$ cat config.mk
export PLATFORM = sky130hd
export DESIGN_NAME = coll_status_top
export DESIGN_NICKNAME = d
export VERILOG_FILES = /design/src/logic/coll_pkg.sv /design/src/logic/rx_bit_if.sv /design/src/logic/coll_capture.sv /design/src/logic/coll_status_top.sv
export VERILOG_INCLUDE_DIRS = /design/src /design/src/logic
export SDC_FILE = /design/constraint.sdc
export NUM_CORES = 1
export LEC_CHECK = 0
export BUFFER_PORTS_ARGS = -buffer_cell sky130_fd_sc_hd__buf_2
export CAP_MARGIN = 20
export CORE_MARGIN = 2
export CORE_UTILIZATION = 47
export DETAILED_ROUTE_END_ITERATION = 7
export PLACE_DENSITY = 0.74
export SLEW_MARGIN = 20
export SYNTH_ARGS = -nofsm -noshare
export SYNTH_HDL_FRONTEND = slang
export SYNTH_SLANG_ARGS = --single-unit
export TNS_END_PERCENT = 20
$ cat constraint.sdc
create_clock -name core_clk -period 1 [get_ports core_clk]
set_clock_uncertainty 0.15 [all_clocks]
set_input_delay 0.2 -clock core_clk [delete_from_list [all_inputs] [get_ports core_clk]]
set_output_delay 0.2 -clock core_clk [all_outputs]
set_load 0.01 [all_outputs]
$ cat src/logic/coll_regs.svh
// Register offsets, field positions, reset values and event bits of the collision capture block.
//
// Contract
// - Keep-bits 0: clear received bits after collision.
// - Invalid flag when no collision or out of range.
// - Five-bit position of first collided data bit.
// - Position one is first bit, zero is 32nd.
// - Reset value 101XXXXXb for collision register.
// - Register at 0Eh; bit7 rw, bit6 zero, rest ro.
`ifndef COLL_REGS_SVH
`define COLL_REGS_SVH

`define ADDR_W 6
`define DATA_W 8
`define COLL_STATUS_ADDR 6'h0E
`define IRQ_STATUS_ADDR 6'h30
`define IRQ_MASK_ADDR 6'h31
`define KEEP_BIT 7
`define INVALID_BIT 5
`define POS_HI 4
`define POS_LO 0
`define POS_W 5
`define KEEP_RESET 1'h1
`define INVALID_RESET 1'h1
`define POS_RESET 5'h00
`define MAX_DATA_BITS 6'h20
`define CNT_SAT 6'h3F
`define EV_W 2
`define EV_COLL 0
`define EV_FRAME 1
`define IRQ_RESET 2'h0

`endif

$ cat src/logic/coll_pkg.sv
// Types shared by the collision capture modules.
package coll_pkg;
    typedef logic [7:0] reg_byte_t;
    typedef logic [4:0] coll_pos_t;
    typedef enum logic [1:0] {rx_idle, rx_frame, rx_after_coll} rx_state_t;
endpackage

$ cat src/logic/rx_bit_if.sv
// Bundle of received data-bit signals passed from the top to the capture core.
interface rx_bit_if;
    logic frame_start;
    logic bit_valid;
    logic bit_data;
    logic bit_coll;
    logic frame_end;
    modport src (output frame_start, bit_valid, bit_data, bit_coll, frame_end);
    modport dst (input frame_start, bit_valid, bit_data, bit_coll, frame_end);
endinterface

$ cat src/logic/coll_capture.sv
// Capture core: tracks data bits of a frame and latches the first collision.
`include "coll_regs.svh"
module coll_capture (
    // Clock and reset
    input wire logic core_clk,
    input wire logic rst_n,
    // Received bit stream
    rx_bit_if.dst rx,
    // Control and result
    input wire logic keep_bits_after_collision,
    output coll_pkg::coll_pos_t first_collision_position,
    output logic collision_position_invalid,
    output logic coll_event,
    output logic out_valid,
    output logic out_data
);
    import coll_pkg::*;

    rx_state_t state_reg;
    logic [5:0] bit_cnt_reg;
    logic [5:0] bit_cnt_next;
    logic found_reg;

    // Running count of data bits; parity and framing never reach this stream.
    assign bit_cnt_next = bit_cnt_reg + 6'h01;

    // Frame tracking; after a collision the state remembers that bits must be cleared.
    always_ff @(posedge core_clk or negedge rst_n) begin
        if (!rst_n) begin
            state_reg <= rx_idle;
        end else if (rx.frame_start) begin
            state_reg <= rx_frame;
        end else if (rx.frame_end) begin
            state_reg <= rx_idle;
        end else if (rx.bit_valid && rx.bit_coll && state_reg == rx_frame) begin
            state_reg <= rx_after_coll;
        end
    end

    // Bit counter, restarted with each frame.
    always_ff @(posedge core_clk or negedge rst_n) begin
        if (!rst_n) begin
            bit_cnt_reg <= 6'h00;
        end else if (rx.frame_start) begin
            bit_cnt_reg <= 6'h00;
        end else if (rx.bit_valid && bit_cnt_reg != `CNT_SAT) begin
            bit_cnt_reg <= bit_cnt_next;
        end
    end

    // Position capture; the low five bits of a 1-based count give 32 as zero.
    always_ff @(posedge core_clk or negedge rst_n) begin
        if (!rst_n) begin
            first_collision_position <= `POS_RESET;
            collision_position_invalid <= `INVALID_RESET;
            found_reg <= 1'h0;
        end else if (rx.frame_start) begin
            collision_position_invalid <= 1'h1;
            found_reg <= 1'h0;
        end else if (rx.bit_valid && rx.bit_coll && !found_reg) begin
            found_reg <= 1'h1;
            first_collision_position <= bit_cnt_next[`POS_W-1:0];
            // The count before the increment is compared, so a saturated count never wraps back.
            collision_position_invalid <= (bit_cnt_reg >= `MAX_DATA_BITS);
        end
    end

    // Stored bit stream; the colliding bit and all later ones read zero when clearing.
    always_ff @(posedge core_clk or negedge rst_n) begin
        if (!rst_n) begin
            out_valid <= 1'h0;
            out_data <= 1'h0;
            coll_event <= 1'h0;
        end else begin
            out_valid <= rx.bit_valid;
            coll_event <= rx.bit_valid && rx.bit_coll && !found_reg && !rx.frame_start;
            if (!keep_bits_after_collision
                && (state_reg == rx_after_coll || rx.bit_coll)) begin
                out_data <= 1'h0;
            end else begin
                out_data <= rx.bit_data;
            end
        end
    end
endmodule

$ cat src/logic/coll_status_top.sv
// Top of the collision capture block: pins, register port, interrupt and core.
`include "coll_regs.svh"
module coll_status_top (
    // Clock and reset
    input wire logic core_clk,
    input wire logic rstn,
    // Register port
    input wire logic [`ADDR_W-1:0] reg_addr,
    input wire coll_pkg::reg_byte_t reg_wdata,
    input wire logic reg_wr,
    input wire logic reg_rd,
    output coll_pkg::reg_byte_t reg_rdata,
    // Receiver bit stream, same clock domain
    input wire logic rx_frame_start,
    input wire logic rx_bit_valid,
    input wire logic rx_bit_data,
    input wire logic rx_bit_coll,
    input wire logic rx_frame_end,
    // Stored bit stream toward the buffer
    output logic store_valid,
    output logic store_data,
    // Interrupt
    output logic irq
);
    import coll_pkg::*;

    ////////////////////////////////////////////////////////////////////////////////
    // Reset release through two flip-flops.
    logic rst_s1_reg;
    logic rst_n;
    always_ff @(posedge core_clk or negedge rstn) begin
        if (!rstn) begin
            rst_s1_reg <= 1'h0;
            rst_n <= 1'h0;
        end else begin
            rst_s1_reg <= 1'h1;
            rst_n <= rst_s1_reg;
        end
    end

    ////////////////////////////////////////////////////////////////////////////////
    // Capture core.
    rx_bit_if rx ();
    assign rx.frame_start = rx_frame_start;
    assign rx.bit_valid = rx_bit_valid;
    assign rx.bit_data = rx_bit_data;
    assign rx.bit_coll = rx_bit_coll;
    assign rx.frame_end = rx_frame_end;

    logic keep_reg;
    coll_pos_t pos;
    logic invalid;
    logic coll_event;

    coll_capture u_capture (
        .core_clk(core_clk),
        .rst_n(rst_n),
        .rx(rx),
        .keep_bits_after_collision(keep_reg),
        .first_collision_position(pos),
        .collision_position_invalid(invalid),
        .coll_event(coll_event),
        .out_valid(store_valid),
        .out_data(store_data)
    );

    ////////////////////////////////////////////////////////////////////////////////
    // Control bit; software should only clear it for 106 kbit anticollision.
    always_ff @(posedge core_clk or negedge rst_n) begin
        if (!rst_n) begin
            keep_reg <= `KEEP_RESET;
        end else if (reg_wr && reg_addr == `COLL_STATUS_ADDR) begin
            keep_reg <= reg_wdata[`KEEP_BIT];
        end
    end

    ////////////////////////////////////////////////////////////////////////////////
    // Sticky events; a new event in the clearing cycle wins over the clear.
    logic [`EV_W-1:0] irq_status_reg;
    logic [`EV_W-1:0] irq_mask_reg;
    logic [`EV_W-1:0] ev_set;
    assign ev_set = {rx_frame_end, coll_event};

    always_ff @(posedge core_clk or negedge rst_n) begin
        if (!rst_n) begin
            irq_status_reg <= `IRQ_RESET;
        end else if (reg_wr && reg_addr == `IRQ_STATUS_ADDR) begin
            irq_status_reg <= (irq_status_reg & ~reg_wdata[`EV_W-1:0]) | ev_set;
        end else begin
            irq_status_reg <= irq_status_reg | ev_set;
        end
    end

    // Mask register.
    always_ff @(posedge core_clk or negedge rst_n) begin
        if (!rst_n) begin
            irq_mask_reg <= `IRQ_RESET;
        end else if (reg_wr && reg_addr == `IRQ_MASK_ADDR) begin
            irq_mask_reg <= reg_wdata[`EV_W-1:0];
        end
    end

    // Interrupt level, registered so the output comes from a flip-flop.
    always_ff @(posedge core_clk or negedge rst_n) begin
        if (!rst_n) begin
            irq <= 1'h0;
        end else begin
            irq <= |(irq_status_reg & irq_mask_reg);
        end
    end

    ////////////////////////////////////////////////////////////////////////////////
    // Read path; data stand one cycle after the strobe, unmapped reads return zero.
    always_ff @(posedge core_clk or negedge rst_n) begin
        if (!rst_n) begin
            reg_rdata <= 8'h00;
        end else if (reg_rd) begin
            unique case (reg_addr)
                `COLL_STATUS_ADDR: reg_rdata <= {keep_reg, 1'h0, invalid, pos};
                `IRQ_STATUS_ADDR: reg_rdata <= {6'h00, irq_status_reg};
                `IRQ_MASK_ADDR: reg_rdata <= {6'h00, irq_mask_reg};
                default: reg_rdata <= 8'h00;
            endcase
        end else begin
            reg_rdata <= 8'h00;
        end
    end
endmodule

# Word level (Yosys, flattened, before mapping)
# Index checks and enable logic that the tools add are counted.
dict set report totals {
  reg_bits 34
  input_bits 23
  output_inout_bits 11
  wordCells 60
}
dict set report classes {
  add_sub_neg 1
  magnitude_cmp 1
  eq_ne 6
  n_mux 13
  bitwise 6
  n_reduce_logical 18
}
# op n
set ops {}
lappend ops {{$pmux 8 s3} 1}
lappend ops {{$eq 6x6->1 const B} 2}
lappend ops {{$mux 6} 2}
lappend ops {{$logic_and 1x1->1} 9}
lappend ops {{$mux 2} 4}
lappend ops {{$mux 8} 1}
lappend ops {{$add 6x1->6 const B} 1}
lappend ops {{$eq 6x4->1 const B} 1}
lappend ops {{$ge 6x6->1 const B} 1}
lappend ops {{$ne 6x6->1 const B} 1}
lappend ops {{$mux 1} 5}
lappend ops {{$and 2x2->2} 2}
lappend ops {{$or 2x2->2} 2}
lappend ops {{$reduce_bool 2->1} 2}
lappend ops {{$logic_not 1->1} 3}
lappend ops {{$reduce_bool 3->1} 1}
lappend ops {{$eq 2x1->1 const B} 1}
lappend ops {{$eq 2x2->1 const B} 1}
lappend ops {{$not 2->2} 1}
lappend ops {{$reduce_and 2->1} 1}
lappend ops {{$reduce_or 2->1} 1}
lappend ops {{$logic_or 1x1->1} 1}
lappend ops {{$not 1->1} 1}

# Logic depth before layout (Yosys ltp)
# Gate-level depths: netlist of the first run.
dict set report logic_depth {
  ltp_word 5
  mapped_depth 4
  depth_no_buf 4
}

# Modules after synthesis
# A second synthesis of the first run with hierarchy kept.
dict set report hier_totals {
  hier_cells 132
  area_unflattened_um2 1505.2
}
# mod n_inst cells_per_inst area_each_um2 seq_area_each_um2
set modules_own_cells {}
lappend modules_own_cells {coll_capture 1 82 880.8 451.7}
lappend modules_own_cells {coll_status_top 1 50 624.3 376.6}

# Worst setup path after synthesis of the first run
# Ideal clock, no wire load.
dict set report synth_timing {
  kind {reg2reg}
  startpoint {reg u_capture.bit_cnt_reg[0]}
  endpoint {reg u_capture.bit_cnt_reg[1]}
  setup_ns 0.131
  arrival_time_ns 1.299
  required_ns 0.719
  path_slack_ns -0.581
  path_stages_with_launch 5
  path_buffers 0
  synth_period_minus_slack_ns 1.581
  path_cell_list {dfrtp_1 -> ha_1 -> nand2_1 -> a41o_1 -> or3_1}
}
dict set report synth_between {
  elab_chain_len 3
  word_cells_on_any_way 6
  cone_classes {add/sub (1); eq/ne (1); mux (2); reduce/logical (2)}
}
# item line
set synth_lines {}
lappend synth_lines {{start: declaration} coll_capture.sv:20} ;# logic [5:0] bit_cnt_reg;
lappend synth_lines {{start signal: assignment} coll_capture.sv:47} ;# bit_cnt_reg <= bit_cnt_next;
lappend synth_lines {{$add 6x1->6 or $ne 6x6->1 (tied branches)} -}
lappend synth_lines {{$mux 6 or $logic_and 1x1->1 (tied branches)} -}
lappend synth_lines {{$mux 6 or $reduce_bool 2->1 (tied branches)} -}
# Several ways; a longest one is shown, not always the timed one. The select of a mux whose other input is x is not followed.
# A chain may end at the register's enable or synchronous reset.

# Final worst setup path of the first run
dict set report layout_timing {
  startpoint {reg u_capture.bit_cnt_reg[0]}
  endpoint {reg u_capture.bit_cnt_reg[1]}
}
dict set report layout_between {
  elab_chain_len 3
  word_cells_on_any_way 6
  cone_classes {add/sub (1); eq/ne (1); mux (2); reduce/logical (2)}
}
# item line
set layout_lines {}
lappend layout_lines {{$add 6x1->6} coll_capture.sv:25} ;# assign bit_cnt_next = bit_cnt_reg + 6'h01;
lappend layout_lines {{via u_capture.bit_cnt_next[1]} coll_capture.sv:21} ;# logic [5:0] bit_cnt_next;
lappend layout_lines {{$mux 6} coll_capture.sv:46} ;# end else if (rx.bit_valid && bit_cnt_reg != `CNT_SAT) begin
lappend layout_lines {{$mux 6} coll_capture.sv:44} ;# end else if (rx.frame_start) begin
# The timed path passes the listed nets, and every way through them passes these cells. The select of a mux whose other input is x is not followed.

==> impl_metrics.csv, run 1 <==
group,metric,value,unit
placed_design,place_congestion,0.828,
placed_design,portBuffers,27,
floorplanning,die-area,0.00357,sq mm
worst_setup_path,crit_family,"flip-flops",
synth,avgSynthCellArea,11.1,sq um
power,p_sw_share,28.1,%
placed_design,hpwlAfterDp,2400,um
worst_setup_path,path_buf_inv,0,
finish,largest_reg_flops,7,
grt,track_usage,21.8,%
worst_hold_path,min_to,"u_capture.state_reg[1]$_DFFE_PN0P_",
clock_tree,insertion_delay,0.33,ns
worst_hold_path,hp-class,"input pin to register",
worst_setup_path,critPathKind,"register to register",
sta,rsz0062_at_grt,"true",
clock_tree,holdBufCountCts,7,
floorplanning,rows,20,
finish,drive_gt1_share,46.2,%
clock_tree,clock-root-buffer,"clkbuf_4",
grt,grt_pass1_wl,5710,um
worst_setup_path,r2r-end,"u_capture.bit_cnt_reg[1]$_DFFE_PN0P_",
sta,hold_violations,1,
flow_run,cap_violations,0,
synth,synth_seq_area_share,56.8,%
worst_setup_path,worst_path_max_delay_cell,"dfrtp_1",
synth,ys_ff_latch,33,
route,ant_nets,0,
worst_setup_path,r2r_cells,3,
sta,fin_crit_sh,146,%
worst_setup_path,critical_path.reg2reg.startpoint,"u_capture.bit_cnt_reg[0]$_DFFE_PN0P_",
sta,report.final.setup_viol,29,
clock_tree,htree_levels,2,
route,drcViolationCount,0,
worst_setup_path,cp.arrival,1.54,ns
power,total_power,0.00294,W
power,p_int,0.00212,W
worst_setup_path,path_cells,"ha_4 -> a41o_1 -> or3_1",
power,p_per_area,1380,mW/mm^2
floorplanning,die_w,59.7,um
sta,min_period,1.46,ns
worst_hold_path,hp-start,"rx_frame_start",
worst_hold_path,hold_path_depth,3,
synth,ys_types,40,
grt,grt_max_degree,32,
route,initialDrtViolationCount,42,
power,ir_drop,0.779,mV
synth,synth.cell_area,0.00146,sq mm
synth,synth.most_common_cell,"dfrtp_1",
synth,synth_fp_nets,156,
finish,area_delta_synth_final,46.0,%
finish,utilization,70.9,%
power,seq_power_share,53.0,%
sta,whs,-0.0108,ns
floorplanning,io_pins,34,
power,power_switching,0.000828,W
finish,fin_nets,222,
run_status,violations,"negative hold slack, negative setup slack",
synth,synth_cells,132,
route,post_drt_wl_per_cell,14.6,um
finish,num_antenna_cells,0,
synth,synth_common_cells,"dfrtp_1 (31), nand2_1 (11), nor2_1 (10), inv_1 (8)",
floorplanning,coreArea,0.00300,sq mm
clock_tree,cts_buffers,5,
route,via_per_inst,5.49,
synth,async_reset_ff_share,100,%
worst_setup_path,end_kind,"register",
synth,ys_top_cells_by_area,"dfrtp_1 (53%), mux2_2 (4.6%), dfstp_2 (3.6%), nand2_1 (2.8%), nor2_1 (2.6%)",
worst_setup_path,cp_max_fo,3,
finish,final_area,0.00213,sq mm
placed_design,post_dp_cell_area,0.00187,sq mm
sta,max_clock_freq,0.683,GHz
floorplanning,die_y,59.7,um
sta,worst_slack,-0.464,ns
synth,yosysWarningCount,0,
worst_setup_path,cp-start-kind,"register",
clock_tree,cts_tree,"done",
route,first_pass_iters,4,
synth,ys.flop_type,"dfrtp_1",
sta,slew_violations,0,
synth,yosys.area.top_type,"dfrtp_1",
grt,grt_pass1_vias,1312,
worst_setup_path,rrSetupSlack,-0.46,ns
grt,antenna_found_initial,0,
power,p_comb_share,22.4,%
clock_tree,cts_buffer_depth,2,
clock_tree,cts_sinks,33,
clock_tree,post_cts_buffers,0,
sta,finalSetupTns,-7.02,ns
route,num_vias,1274,
worst_setup_path,critPathMaxStageDelay,0.42,ns
power,p_leak,1.04,nW
floorplanning,start_util,48.6,%
synth,synth-edff-count,0,
worst_setup_path,crit_required,1.07,ns
clock_tree,clk_pin_slew_worst_paths,0.10,ns
route,routed_wl,3390,um
run_status,status,"finished, violations left",
grt,grt-ovfl-total,0,
synth,yosysTopAreaCellShare,53.2,%
power,clkPwrFrac,24.6,%
stage by stage:
stage / cells / setup slack [ns]
floorplan: 132 / -0.501
global placement: 217 / -0.630
detailed placement: 217 / -0.654
CTS: 232 / -0.465
global route: 232 / -0.516
finish: 232 / -0.464
power groups by stage:
| stage | logic [W] | clock network (W) | registers (W) |
|---|---|---|---|
| 2_1_floorplan | 0.000272 | 0 | 0.00158 |
| 3_3_place_gp | 0.000534 | 0 | 0.00157 |
| 3_5_place_dp | 0.000561 | 0 | 0.00157 |
| 4_1_cts | 0.000613 | 0.000751 | 0.00155 |
| 5_1_grt | 0.000721 | 0.000798 | 0.00157 |
| 6_report | 0.000660 | 0.000723 | 0.00156 |
layout by cell type (no fill, tap or decap), types with 6 or more instances in the layout:
master,count
nor2_1,8
buf_2,23
dlygate4sd3_1,6
dfrtp_1,31
inv_1,7
buf_6,6
nand2_1,10
buf_4,26
worst max-delay path by stage:
stage                                         startpoint                                    to  slack [ns]  depth (start not counted)
global route        u_capture.bit_cnt_reg[1]$_DFFE_PN0P_  u_capture.bit_cnt_reg[1]$_DFFE_PN0P_       -0.52                          4
CTS                 u_capture.bit_cnt_reg[1]$_DFFE_PN0P_  u_capture.bit_cnt_reg[1]$_DFFE_PN0P_       -0.47                          4
global placement                             reg_addr[1]           irq_mask_reg[1]$_DFFE_PN0P_       -0.63                          4
finish              u_capture.bit_cnt_reg[0]$_DFFE_PN0P_  u_capture.bit_cnt_reg[1]$_DFFE_PN0P_       -0.46                          3
detailed placement                           reg_addr[1]           irq_mask_reg[1]$_DFFE_PN0P_       -0.65                          4
floorplan                                    reg_addr[1]           irq_mask_reg[0]$_DFFE_PN0P_       -0.50                          3
final cells by class:
| cell class | instances | area (sq um) |
|---|---|---|
| clock inverters | 2 | 10.0 |
| flip-flops and latches | 33 | 828 |
| well taps | 33 | 41.3 |
| fillers | 208 | 873 |
| multi-input cells | 86 | 693 |
| clock buffers | 6 | 41.3 |
| repair buffers | 64 | 485 |
| inverters | 8 | 30.0 |
routing by layer:
metal	up-vias	wire [um]	track usage (%)
met5	-	0	0
met4	0	74	8.89
met1	614	1370	24.5
li1	608	-	-
met2	43	1770	38.0
met3	9	182	6.93
kinds of logic after synthesis:
family          count (synthesis)  share of synthesized area (%)
mux                             7                           5.32
fa+ha+maj                       1                          0.857
compound gates                 25                           11.7
other cells                     2                          0.515
buf+inv                        13                           3.95
flops                          33                           56.8
xor+xnor                        3                           1.80
simple gates                   48                           19.0
worst min-delay path, stage by stage:
cell    delay [ns]
buf_2         0.11
buf_4         0.10
nor3_1        0.04
what timing repair did:
| item | CTS | global route |
|---|---|---|
| gates cloned | 0 | 0 |
| pin swaps | 9 | 6 |
| hold endpoints to repair | 11 | 1 |
| resized for setup | 13 | 18 |
| setup endpoints to repair | 29 | 33 |
Note: power is estimated with default switching activity, not from simulation.
==> run 2, diff against run 1 <==
--- a/config.mk
+++ b/config.mk
@@ -6,8 +6,10 @@
 export SDC_FILE = /design/constraint.sdc
 export NUM_CORES = 1
 export LEC_CHECK = 0
+export ABC_AREA = 1
 export BUFFER_PORTS_ARGS = -buffer_cell sky130_fd_sc_hd__buf_2
 export CAP_MARGIN = 20
+export CORE_ASPECT_RATIO = 1.25
 export CORE_MARGIN = 2
 export CORE_UTILIZATION = 47
 export DETAILED_ROUTE_END_ITERATION = 7
==> impl_metrics.csv, run 2 <==
group,metric,value,unit
clock_tree,clock-root-buffer,"clkbuf_8",
finish,fin_nets,251,
grt,grt_pass1_vias,1311,
route,routed_wl,3090,um
synth,ys_ff_latch,33,
clock_tree,cts_sinks,33,
route,drcViolationCount,0,
worst_setup_path,path_cells,"ha_2 -> nand2_4 -> nor2_4 -> a21oi_4 -> nor2_4 -> nand2_1 -> nand2_1",
run_status,status,"finished, violations left",
worst_hold_path,hp-class,"input pin to register",
worst_hold_path,hold_path_depth,2,
grt,grt_pass1_wl,5400,um
grt,antenna_found_initial,0,
synth,async_reset_ff_share,100,%
synth,synth_fp_nets,192,
worst_setup_path,crit_family,"flip-flops",
route,post_drt_wl_per_cell,11.7,um
power,p_per_area,1440,mW/mm^2
power,p_leak,1.11,nW
route,first_pass_iters,4,
sta,slew_violations,0,
finish,num_antenna_cells,0,
power,seq_power_share,50.0,%
placed_design,hpwlAfterDp,2300,um
finish,instances_no_fill,265,
floorplanning,die_y,67.3,um
placed_design,portBuffers,27,
clock_tree,post_cts_buffers,0,
worst_setup_path,critPathMaxStageDelay,0.40,ns
worst_setup_path,cp.depth,7,
grt,track_usage,20.8,%
route,initialDrtViolationCount,11,
synth,ys.flop_type,"dfrtp_1",
synth,synth_common_cells,"nand2_1 (40), dfrtp_1 (31), inv_1 (19), nand3_1 (16), nor2_1 (13)",
sta,max_clock_freq,0.737,GHz
floorplanning,die_w,54.6,um
worst_setup_path,r2r_cells,7,
worst_setup_path,worst_path_max_delay_cell,"dfrtp_1",
clock_tree,htree_levels,2,
flow_run,cap_violations,0,
synth,yosysTopAreaCellShare,51.5,%
synth,synth.cell_area,0.00151,sq mm
synth,yosys.area.top_type,"dfrtp_1",
power,ir_drop,1.12,mV
worst_setup_path,crit_required,1.03,ns
route,ant_nets,0,
synth,synth_cells,168,
synth,synth.most_common_cell,"nand2_1",
run_status,violations,"negative setup slack",
clock_tree,clk_pin_slew_worst_paths,0.07,ns
finish,area_delta_synth_final,35.5,%
power,power_switching,0.000723,W
sta,fin_crit_sh,136,%
worst_setup_path,cp-start-kind,"register",
synth,synth_seq_area_share,55.0,%
finish,largest_reg_flops,7,
floorplanning,start_util,48.0,%
finish,drive_gt1_share,38.2,%
clock_tree,cts_tree,"done",
sta,report.final.setup_viol,21,
power,p_sw_share,24.6,%
synth,synth-edff-count,0,
clock_tree,insertion_delay,0.28,ns
placed_design,post_dp_cell_area,0.00187,sq mm
synth,ys_top_cells_by_area,"dfrtp_1 (51%), nand2_1 (10%), nand3_1 (5.3%), inv_1 (4.7%), dfstp_2 (3.5%)",
finish,final_common_cell,"nand2_1",
synth,avgSynthCellArea,8.97,sq um
worst_setup_path,cp_max_fo,6,
floorplanning,rows,23,
synth,ys_types,30,
floorplanning,die-area,0.00368,sq mm
placed_design,place_inst,253,
clock_tree,cts_buffer_depth,2,
grt,grt-ovfl-total,0,
power,p_comb_share,12.3,%
placed_design,place_congestion,0.870,
sta,hold_violations,0,
worst_setup_path,critPathKind,"register to register",
grt,grt_max_degree,32,
sta,worst_slack,-0.356,ns
sta,rsz0062_at_grt,"true",
worst_setup_path,end_kind,"register",
finish,mostFrequentLayoutCells,"nand2_1 (36), dfrtp_1 (31), buf_2 (25), buf_4 (21), inv_1 (18)",
floorplanning,io_pins,34,
route,num_vias,1279,
floorplanning,coreArea,0.00314,sq mm
finish,final_area,0.00204,sq mm
sta,min_period,1.36,ns
power,p_int,0.00221,W
sta,finalSetupTns,-4.13,ns
power,clkPwrFrac,37.6,%
worst_setup_path,cp.arrival,1.39,ns
worst_setup_path,path_buf_inv,0,
route,via_per_inst,4.83,
synth,yosysWarningCount,0,
clock_tree,cts_buffers,5,
-- run 2: path summary, 6_finish.rpt --
check / to / slack, ns / from
max: u_capture.bit_cnt_reg[2]$_DFFE_PN0P_ / -0.36 / u_capture.bit_cnt_reg[0]$_DFFE_PN0P_
min reg2reg: u_capture.out_valid$_DFF_PN0_ / 0.08 / rst_n$_DFF_PN0_
min in group asynchronous: u_capture.out_valid$_DFF_PN0_ / 0.08 / rst_n$_DFF_PN0_
min: u_capture.state_reg[1]$_DFFE_PN0P_ / 0.01 / rx_frame_start
max reg2reg: u_capture.bit_cnt_reg[2]$_DFFE_PN0P_ / -0.36 / u_capture.bit_cnt_reg[0]$_DFFE_PN0P_
max in group asynchronous: keep_reg$_DFFE_PN1P_ / 0.39 / rst_n$_DFF_PN0_
-- run 2: routing by layer --
metal  vias to the layer above  GRT usage [%]  routed length [um]
li1                        650              -                   -
met1                       596           21.9                1290
met2                        27           37.1                1610
met3                         6           5.97                 120
met4                         0           9.38                  75
met5                         -              0                   0
-- run 2: timing repair --
action	in CTS	in global routing
setup endpoints to repair	21	25
pin swaps	2	6
gates resized for setup	1	7
hold buffers	4	0
endpoints found under the hold margin	6	0
-- run 2: cell families after synthesis --
kind of cell             Yosys count  share of synthesized area [%]
AO/OA/AOI/OAI                     16                           7.39
flip-flops                        33                           55.0
buffers and inverters             25                           6.81
other                              2                          0.499
XOR/XNOR                           1                          0.582
adder cells (fa/ha/maj)            1                          0.830
AND/OR/NAND/NOR                   90                           28.9
-- run 2: through the flow --
stage          power (W)  utilization (%)  setup slack, ns  hold WS, ns
2_1_floorplan    0.00165                -           -0.306       -0.246
3_3_place_gp     0.00181             59.6           -0.321       -0.165
3_5_place_dp     0.00183             59.6           -0.354       -0.161
4_1_cts          0.00296             64.1           -0.350      0.00388
5_1_grt          0.00310             65.1           -0.432       0.0205
6_report         0.00294             65.1           -0.356       0.0121
-- run 2: area by class of cell --
cell class | instances | area [sq um]
Clock buffer | 7 | 96.3
Clock inverter | 1 | 5.00
Fill cell | 288 | 1090
Inverter | 24 | 95.1
Multi-Input combinational cell | 110 | 606
Sequential cell | 33 | 828
Tap cell | 37 | 46.3
Timing Repair Buffer | 53 | 365
-- run 2: power groups by stage --
stage	clock network [W]	registers, W	logic [W]
final	0.00111	0.00147	0.000362
after global routing	0.00121	0.00148	0.000408
after floorplan	0	0.00150	0.000145
after detailed placement	0	0.00149	0.000338
after global placement	0	0.00148	0.000327
after CTS	0.00114	0.00147	0.000354
